--- config.mk ---
export PLATFORM = sky130hd
export DESIGN_NAME = sds_top
export DESIGN_NICKNAME = d
export VERILOG_FILES = /design/src/sds_pkg.sv /design/src/sds_top.sv
export SDC_FILE = /design/constraint.sdc
export NUM_CORES = 1
export LEC_CHECK = 0
export BUFFER_PORTS_ARGS = -buffer_cell sky130_fd_sc_hd__clkbuf_2
export CORE_AREA = 5 5 178 146
export CTS_BUF_LIST = sky130_fd_sc_hd__clkbuf_4 sky130_fd_sc_hd__clkbuf_8
export DETAILED_ROUTE_END_ITERATION = 8
export DIE_AREA = 0 0 183 151
export PLACE_DENSITY = 0.67
export RECOVER_POWER = 100
export SLEW_MARGIN = 30
export SYNTH_ARGS = -nofsm -noshare
export SYNTH_HDL_FRONTEND = slang
export SYNTH_SLANG_ARGS = --single-unit
--- constraint.sdc ---
create_clock -name ref_clk -period 2.6 [get_ports ref_clk]
set_input_delay 0.52 -clock ref_clk [delete_from_list [all_inputs] [get_ports ref_clk]]
set_output_delay 0.52 -clock ref_clk [all_outputs]
set_load 0.01 [all_outputs]
--- src/sds_pkg.sv ---
// Summary of operation
// - Each conveyed bit is the received header bit XOR the value predicted for that bit.
// - The two conveyed samples of a cell feed a recursive descrambler, one each half cell.
// - The second sample of a cell waits 211 bit periods in a delay store before use.
// - Injections move the generator along a sequence advanced by 211 samples.
// - Each conveyed bit is checked against its prediction; the result and its valid are aligned by one-bit stores.
// - At the first strobe the conveyed bit XOR the stored receiver sample goes to the taps.
// - At the second strobe the receiver and conveyed bits are latched, summed and used at t+212.
// - At t+213 the receiver sample store takes the generator bit and holds it for a cell.
// - The generator implements x^31 + x^28 + 1.
package sds_pkg;
    // ------------------------------------------------------------
    // Constants
    // ------------------------------------------------------------
    localparam int SDS_GEN_W = 31;
    localparam int SDS_TAP_HI = 30;
    localparam int SDS_TAP_LO = 27;
    localparam int SDS_DELAY_BITS = 211;
    localparam int SDS_ADVANCE = 211;
    localparam logic [30:0] SDS_GEN_RST = 31'h7fffffff;
    localparam logic [3:0] SDS_LOCK_COUNT = 4'h8;
    localparam logic [3:0] SDS_ERR_LIMIT = 4'h3;

    // ------------------------------------------------------------
    // Types
    // ------------------------------------------------------------
    typedef enum logic [1:0]
    {
        SDS_HUNT = 2'b01,
        SDS_LOCK = 2'b10
    } sds_state_e;

    // Received stream and cell timing from the delineation logic
    typedef struct packed
    {
        logic rx_bit;
        logic pred_bit;
        logic hec8_stb;
        logic hec7_stb;
    } sds_cell_s;

    // One step of the generator
    function automatic logic [30:0] sds_step(input logic [30:0] s);
        sds_step = {s[29:0], s[SDS_TAP_HI] ^ s[SDS_TAP_LO]};
    endfunction : sds_step

    // Correction vector: unit state walked forward by the advance
    function automatic logic [30:0] sds_adv_vec();
        logic [30:0] v;
        v = 31'h00000001;
        for (int i = 0; i < SDS_ADVANCE; i++)
        begin
            v = sds_step(v);
        end
        sds_adv_vec = v;
    endfunction : sds_adv_vec
endpackage : sds_pkg

--- src/sds_top.sv ---
`timescale 1ns/100ps
`default_nettype none

// ------------------------------------------------------------
// Fixed-length delay store, one valid/bit pair per stage
// ------------------------------------------------------------
module sds_delay_store
    import sds_pkg::*;
(
    input wire logic ref_clk,
    input wire logic rst_n,
    input wire logic in_vld,
    input wire logic in_bit,
    output logic out_vld,
    output logic out_bit
);
    logic [SDS_DELAY_BITS-1:0] vld_r;
    logic [SDS_DELAY_BITS-1:0] bit_r;
    logic [SDS_DELAY_BITS-1:0] vld_nxt;
    logic [SDS_DELAY_BITS-1:0] bit_nxt;

    // Shift chain, one generate stage per bit period
    genvar g;
    generate
        for (g = 0; g < SDS_DELAY_BITS; g++)
        begin : g_stage
            if (g == 0)
            begin : g_head
                assign vld_nxt[g] = in_vld;
                assign bit_nxt[g] = in_bit;
            end
            else
            begin : g_body
                assign vld_nxt[g] = vld_r[g-1];
                assign bit_nxt[g] = bit_r[g-1];
            end
        end
    endgenerate

    // Register the chain; cleared so no stale sample leaves after reset
    always_ff @(posedge ref_clk)
    begin
        if (!rst_n)
        begin
            vld_r <= '0;
            bit_r <= '0;
        end
        else
        begin
            vld_r <= vld_nxt;
            bit_r <= bit_nxt;
        end
    end

    assign out_vld = vld_r[SDS_DELAY_BITS-1];
    assign out_bit = bit_r[SDS_DELAY_BITS-1];
endmodule : sds_delay_store

// ------------------------------------------------------------
// Sample descrambler synchroniser
// ------------------------------------------------------------
module sds_top
    import sds_pkg::*;
(
    input wire logic ref_clk,
    input wire logic rst_n,
    input wire sds_cell_s cell_in,
    output logic prbs_bit,
    output logic scr_sync,
    output logic check_fail
);
    localparam logic [30:0] ADV_VEC = sds_adv_vec();

    logic conveyed_bit;
    logic early_sample_sum;
    logic mux_vld;
    logic mux_bit;
    logic dly_vld;
    logic dly_bit;
    logic [30:0] gen_r, gen_nxt;
    logic receiver_sample_store_r, receiver_sample_store_nxt;
    logic conveyed_sample_store_r, conveyed_sample_store_nxt;
    logic recv_cap_r, recv_cap_nxt;
    logic late_sample_sum_r, late_sample_sum_nxt;
    logic late_vld_r, late_vld_nxt;
    logic cap_pend_r, cap_pend_nxt;
    logic chk_vld_r, chk_vld_nxt;
    logic pred_store_r, pred_store_nxt;
    logic fail_r, fail_nxt;
    logic [3:0] good_r, good_nxt;
    logic [3:0] bad_r, bad_nxt;
    sds_state_e state_r, state_nxt;

    // ------------------------------------------------------------
    // Sample recovery and multiplexer
    // ------------------------------------------------------------
    // Predicted header bit removed from the received one
    assign conveyed_bit = cell_in.rx_bit ^ cell_in.pred_bit;
    assign early_sample_sum = conveyed_bit ^ receiver_sample_store_r;
    // Early sum at the first strobe, late sum when it leaves the store
    assign mux_vld = cell_in.hec8_stb | dly_vld;
    assign mux_bit = cell_in.hec8_stb ? early_sample_sum : dly_bit;

    // The late sum waits a full 211 bit periods, counted from the second strobe;
    // fed from the next values so that the latch adds no extra period
    sds_delay_store u_late_store
    (
        .ref_clk(ref_clk),
        .rst_n(rst_n),
        .in_vld(late_vld_nxt),
        .in_bit(late_sample_sum_nxt),
        .out_vld(dly_vld),
        .out_bit(dly_bit)
    );

    // ------------------------------------------------------------
    // Sample stores and generator
    // ------------------------------------------------------------
    // A correction only lands on the half-cell instants
    always_comb
    begin
        gen_nxt = sds_step(gen_r);
        if (mux_vld && mux_bit)
        begin
            gen_nxt = sds_step(gen_r) ^ ADV_VEC;
        end
        conveyed_sample_store_nxt = conveyed_sample_store_r;
        recv_cap_nxt = recv_cap_r;
        late_vld_nxt = 1'b0;
        late_sample_sum_nxt = late_sample_sum_r;
        if (cell_in.hec7_stb)
        begin
            conveyed_sample_store_nxt = conveyed_bit;
            recv_cap_nxt = gen_r[SDS_TAP_HI];
            late_sample_sum_nxt = conveyed_bit ^ gen_r[SDS_TAP_HI];
            late_vld_nxt = 1'b1;
        end
        // One cycle after the late sum is used: t+213
        cap_pend_nxt = dly_vld;
        receiver_sample_store_nxt = receiver_sample_store_r;
        if (cap_pend_r)
        begin
            receiver_sample_store_nxt = gen_r[SDS_TAP_HI];
        end
    end

    always_ff @(posedge ref_clk)
    begin
        if (!rst_n)
        begin
            gen_r <= SDS_GEN_RST;
            conveyed_sample_store_r <= 1'b0;
            recv_cap_r <= 1'b0;
            late_sample_sum_r <= 1'b0;
            late_vld_r <= 1'b0;
            cap_pend_r <= 1'b0;
            receiver_sample_store_r <= 1'b0;
        end
        else
        begin
            gen_r <= gen_nxt;
            conveyed_sample_store_r <= conveyed_sample_store_nxt;
            recv_cap_r <= recv_cap_nxt;
            late_sample_sum_r <= late_sample_sum_nxt;
            late_vld_r <= late_vld_nxt;
            cap_pend_r <= cap_pend_nxt;
            receiver_sample_store_r <= receiver_sample_store_nxt;
        end
    end

    // ------------------------------------------------------------
    // Verification and lock
    // ------------------------------------------------------------
    // The compare result and its valid sit one cycle in single-bit stores before the verdict,
    // so the verdict never races the generator update it caused
    always_comb
    begin
        chk_vld_nxt = mux_vld;
        pred_store_nxt = mux_vld ? mux_bit : 1'b0;
        fail_nxt = chk_vld_r & pred_store_r;
        good_nxt = good_r;
        bad_nxt = bad_r;
        state_nxt = state_r;
        if (chk_vld_r)
        begin
            if (pred_store_r)
            begin
                good_nxt = 4'h0;
                bad_nxt = (bad_r == 4'hf) ? bad_r : bad_r + 4'h1;
            end
            else
            begin
                bad_nxt = 4'h0;
                good_nxt = (good_r == 4'hf) ? good_r : good_r + 4'h1;
            end
        end
        unique case (state_r)
            SDS_HUNT:
            begin
                if (good_nxt >= SDS_LOCK_COUNT)
                begin
                    state_nxt = SDS_LOCK;
                end
            end
            SDS_LOCK:
            begin
                // A few stray bit errors do not drop lock
                if (bad_nxt >= SDS_ERR_LIMIT)
                begin
                    state_nxt = SDS_HUNT;
                end
            end
            default:
            begin
                state_nxt = SDS_HUNT;
            end
        endcase
    end

    always_ff @(posedge ref_clk)
    begin
        if (!rst_n)
        begin
            chk_vld_r <= 1'b0;
            pred_store_r <= 1'b0;
            fail_r <= 1'b0;
            good_r <= 4'h0;
            bad_r <= 4'h0;
            state_r <= SDS_HUNT;
        end
        else
        begin
            chk_vld_r <= chk_vld_nxt;
            pred_store_r <= pred_store_nxt;
            fail_r <= fail_nxt;
            good_r <= good_nxt;
            bad_r <= bad_nxt;
            state_r <= state_nxt;
        end
    end

    assign prbs_bit = gen_r[SDS_TAP_HI];
    assign scr_sync = (state_r == SDS_LOCK);
    assign check_fail = fail_r;
endmodule : sds_top

`default_nettype wire

# == Word-level counts from Yosys, hierarchy flattened ==
# Cells that the tools add are included.
# totals
ff_bits,469
in_bits,6
output_inout_bits,3
wordCells,45
# op_classes
add_sub_neg,2
magnitude_cmp,2
eq_ne,6
muxes,13
n_bitwise,7
n_reduce_logical,3
# ops
op,n
$mux W26,1
$mux W4,6
$add A4 B1 Y4 const B,2
$eq A4 B4 Y1 const B,2
$not A7 Y7,1
$ge A4 B2 Y1 const B,1
$ge A4 B4 Y1 const B,1
$mux W2,2
$pmux W2 S2,1
$reduce_and A2 Y1,2
$xor A1 B1 Y1,4
$mux W1,3
$eq A2 B1 Y1 const B,1
$eq A2 B2 Y1 const B,1
$ne A2 B1 Y1 const B,1
$ne A2 B2 Y1 const B,1
$and A1 B1 Y1,1
$logic_and A1 B1 Y1,1
$or A1 B1 Y1,1

# == Longest topological paths before layout ==
# depth
depth_word,7
mapped_depth,5
mapped_depth_nobuf,5

# == Modules after synthesis ==
# Synthesis repeated with hierarchy kept, for this count alone.
# hier_totals
cells_unflattened,1050
hier_area_um2,13007.5
# modules_own_cells
mod,instances,cells_each,area_each_um2,seq_area_each_um2
sds_delay_store,1,890,11314.6,8448.1
sds_top,1,160,1692.9,940.9

# == Worst setup path after synthesis ==
# OpenSTA, ideal clock, no wires.
# synth_timing
path_type,in2reg
startpoint,in cell_in[2] (netlist bit)
endpoint,reg gen_r[12]
setup_ns,0.129
t_arrival_ns,1.375
t_required_ns,2.471
setup_slack_ns,1.096
cell_stages,4
n_path_buf,0
path_cell_list,xnor3_1 mux2i_4 xnor2_1 nand2_1
# synth_via
elab_chain_len,5
# synth_lines
element,line,source
from (decl),sds_top.sv:67,"input wire sds_cell_s cell_in,"
$xor A1 B1 Y1,sds_top.sv:98,assign conveyed_bit = cell_in.rx_bit ^ cell_in.pred_bit;
$xor A1 B1 Y1,sds_top.sv:99,assign early_sample_sum = conveyed_bit ^ receiver_sample_store_r;
$mux W1,sds_top.sv:102,assign mux_bit = cell_in.hec8_stb ? early_sample_sum : dly_bit;
$logic_and A1 B1 Y1,sds_top.sv:123,if (mux_vld && mux_bit)
$mux W26,sds_top.sv:123,
to (signal assigned),sds_top.sv:161,gen_r <= gen_nxt;
to (decl),sds_top.sv:80,"logic [30:0] gen_r, gen_nxt;"
# Every way passes these cells.
# A chain may end at the register's enable or synchronous reset.

# == Worst setup path in the final report ==
# layout_timing
startpoint,in rst_n
endpoint,reg u_late_store.vld_r[40]
# layout_lines
element,line,source
from (decl),sds_top.sv:66,"input wire logic rst_n,"
to (signal assigned),sds_top.sv:50,vld_r <= vld_nxt;
to (decl),sds_top.sv:17,logic [SDS_DELAY_BITS-1:0] vld_r;
# No word-level cell between the ends.

==> metrics.md <==
| Metric | Value |
|---|---|
| Sw frac | 19.9% |
| Worst Path Required | 3080 ps |
| Largest net degree at the start of global routing | 156 |
| R2R Path Start | receiver_sample_store_r$_SDFFE_PN0P_ |
| Fmax | 532 MHz |
| Worst path max stage delay | 880 ps |
| Layout Utilization | 61.1% |
| Antenna cell count | 0 |
| Post-synthesis sequential area ratio | 72.5% |
| Routed via count | 6225 |
| Worst path depth | 3 |
| Vias per cell | 4.30 |
| Top sig layer | met4 |
| Die X | 183 µm |
| Peak supply drop | 0.598 mV |
| Met2 WL post-DR | 5.64 mm |
| P per Cell Area | 904 nW/µm² |
| Tot GR Track Use | 11.5% |
| Syn_area_per_cell | 12.3 µm² |
| Drt wl/cell | 10.3 µm |
| Clock-pin slew on the worst setup and hold paths | 60 ps |
| Crit-path max FO | 76 |
| Most frequent cells in the layout | dfxtp_1, and2_1, and2_0 |
| Most common cell after layout, fill and taps aside | dfxtp_1 |
| R2R setup slack | 760 ps |
| Routed Wire Length | 14.9 mm |
| DRT iter0 DRCs | 232 |
| Max clock buf depth | 3 |
| Seq cells post-synth | 468 |
| Crit path cell chain | clkbuf_2 -> clkbuf_1 -> and2_0 |
| Yosys top cell area share | 72.5% |
| Total power | 13.2 mW |
| Post-CTS Hold Fix Bufs | 0 |
| Sw Pwr | 2.64 mW |
| Worst path arrival time | 2360 ps |
| Post-cts gate resize count | 0 |
| Synth Net Count | 1059 |
| Worst Hold Depth | 2 |
| Setup crit end | u_late_store.vld_r[40]$_SDFF_PN0_ |
| I/O pin cnt | 9 |
| Clock sinks | 468 |
| Post-Synth XOR/XNOR Area | 0.920% |
| Final nets | 1089 |
| Final worst-path cycle share | 72.3% |
| CP bufs+invs | 2 |
| Die height | 151 µm |
| HPWL after detailed placement | 6.93 mm |
| I/O Buffers | 8 |
| Final GP Congestion | 0.666 |
| Clk_lat worst skew | 560 ps |
| P_int | 10.6 mW |
| RR Endpoint | gen_r[15]$_SDFF_PN1_ |
| Relative slew slack | 18.4% |
| Fraction of layout instances using a drive strength above 1 | 11.2% |
| Clock Tree Root | clkbuf_8 |
| Compound-gate portion of the synthesized area | 1.07% |
| Die footprint | 27600 µm² |
| Met3 wire len | 630 µm |
| First-pass DRT Iterations | 4 |
| Max capacitance violation total | 0 |
| Clk_skew | 30.6 ps |
| R2r worst-path depth | 4 |
| Mux share of post-synthesis cell area | 0.417% |
| Crit path kind | primary input to register |
| Post-CTS Setup Inserts | 0 |
| Crit. End Element | register |
| Initial Utilization | 54.0% |
| Synth top area cells | dfxtp_1, and2_1, clkbuf_1, nand2b_1, xnor2_1 |
| Slowest CP cell | clkbuf_2 |
| Fin. Hold Viols | 0 |
| Vias in the first global route | 6112 |
| Final setup vio count | 0 |
| Initial antenna violation count | 0 |
| Cell Area, Synth | 12900 µm² |
| Wire length on met1 | 8.27 mm |
| Ys Warns | 0 |
| Rows | 51 |
| First-pass GRT wire length | 27.0 mm |
| H-tree levels | 3 |
| Main combinational cell family by area after synthesis | simple AND/OR/NAND/NOR gates |
| Worst-Margin Slew | 1220 ps |
| Synth unique cells | 36 |
| WHS | 216 ps |
| Sequential share of power | 54.5% |
| Drt drc | 0 |
| Leading area contributor after synthesis | dfxtp_1 |
| Antenna Nets Post-Route | 0 |
| Final TNS setup | 0 ps |
| Logic pwr share | 1.1% |
| Grt ovf | 0 |
| Final Max Tran Viols | 0 |
| Number of buffers created by CTS | 67 |
| Type of origin of the critical path | primary input |
| Core ar. | 23900 µm² |
| Worst Setup SP | rst_n |
| Outcome | complete, no violations |
| P_leak | 5.93 nW |
| Minimum clock period | 1880 ps |
| Cell family with most CP delay | buffers and inverters |
| Clk pwr share | 44.4% |
| Adder-cell share of the synthesized area | 0.194% |
| Simple-gate share of the synthesized area | 23.2% |
| Cells after synthesis | 1051 |
| RSZ-0062 raised after global routing | no |
| CTS tree | yes |
| Type of the most critical hold path | primary input to register |
| Synthesis-to-finish area growth | 13.3% |
worst min-delay path by stage:
stage | slack (ps) | to | startpoint
final | 220 | chk_vld_r$_SDFF_PN0_ | cell_in[1]
after CTS | 200 | u_late_store.vld_r[0]$_SDFF_PN0_ | cell_in[0]
after global routing | 180 | chk_vld_r$_SDFF_PN0_ | cell_in[1]
after floorplan | 390 | gen_r[10]$_SDFF_PN1_ | gen_r[9]$_SDFF_PN1_
after detailed placement | 390 | gen_r[5]$_SDFF_PN1_ | gen_r[4]$_SDFF_PN1_
after global placement | 390 | gen_r[30]$_SDFF_PN1_ | gen_r[29]$_SDFF_PN1_
stage by stage:
step                setup slack [ps]  cell area [µm²]  std cells
floorplan                       1100            12900       1051
global placement                 902            13200       1330
detailed placement               873            13200       1330
CTS                              822            14700       1447
global route                     385            14600       1447
finish                           719            14600       1447
flip-flops by register name (all words and copies together) (netlist names), named ones only:
register,cells
receiver_sample_store_r,1
u_late_store.vld_r,211
check_fail,1
good_r,3
cap_pend_r,1
state_r,2
gen_r,31
chk_vld_r,1
bad_r,4
pred_store_r,1
u_late_store.bit_r,211
worst reg2reg max path: stages (launching register included):
cell     delay, ps
dfxtp_1        330
xnor3_1        390
mux2i_1        710
xnor2_1        200
nand2_1         70
power groups by stage:
stage	clock, mW	combinational, mW	sequential (mW)
after CTS	6.09	0.155	7.21
after detailed placement	0	0.154	7.37
after floorplan	0	0.122	7.36
after global placement	0	0.154	7.37
after global routing	6.43	0.167	7.21
final	5.88	0.142	7.21
cell families (layout without fill, tap and decap cells):
kind of cell,after synthesis,in the layout
compound gates,21,21
xor+xnor,12,12
fa+ha+maj,2,2
buf+inv,57,135
flops,468,468
mux,4,4
simple gates,487,487
area by class of cell:
class	instances	area (µm²)
timing repair buffer	15	103
sequential	468	9370
clock buffer	105	1330
multi-input combinational	526	3320
tap	318	398
fill	1939	9300
inverter	3	11.3
clock inverter	12	104
cell usage after synthesis:
library cell and instances:
mux2_2 1, o21ai_0 6, nand2_1 20, a32o_1 1
nor3b_1 1, xnor2_1 9, nand3_1 5, and4b_1 1
and3b_1 1, or4bb_1 1, a41oi_1 1, and3_1 1
and2_1 423, a21o_1 1, a32oi_1 1, o31ai_1 1
nand2b_1 25, ha_1 2, buf_2 3, dfxtp_1 468
inv_1 3, a2bb2oi_1 1, clkbuf_1 50, mux2i_4 1
a21oi_1 5, a31oi_1 1, a41o_1 1, buf_1 1
o21a_1 1, mux2i_1 2, o211ai_1 1, xor2_1 2
nand3b_1 2, nor2b_1 3, xnor3_1 1, nor2_1 4
routing by layer:
layer	vias to the layer above	global-route usage [%]
met1	2842	16.1
met4	0	5.92
met5	-	0
met2	73	15.9
met3	37	3.72
li1	3273	-
Power figures use the tool's default switching activity.
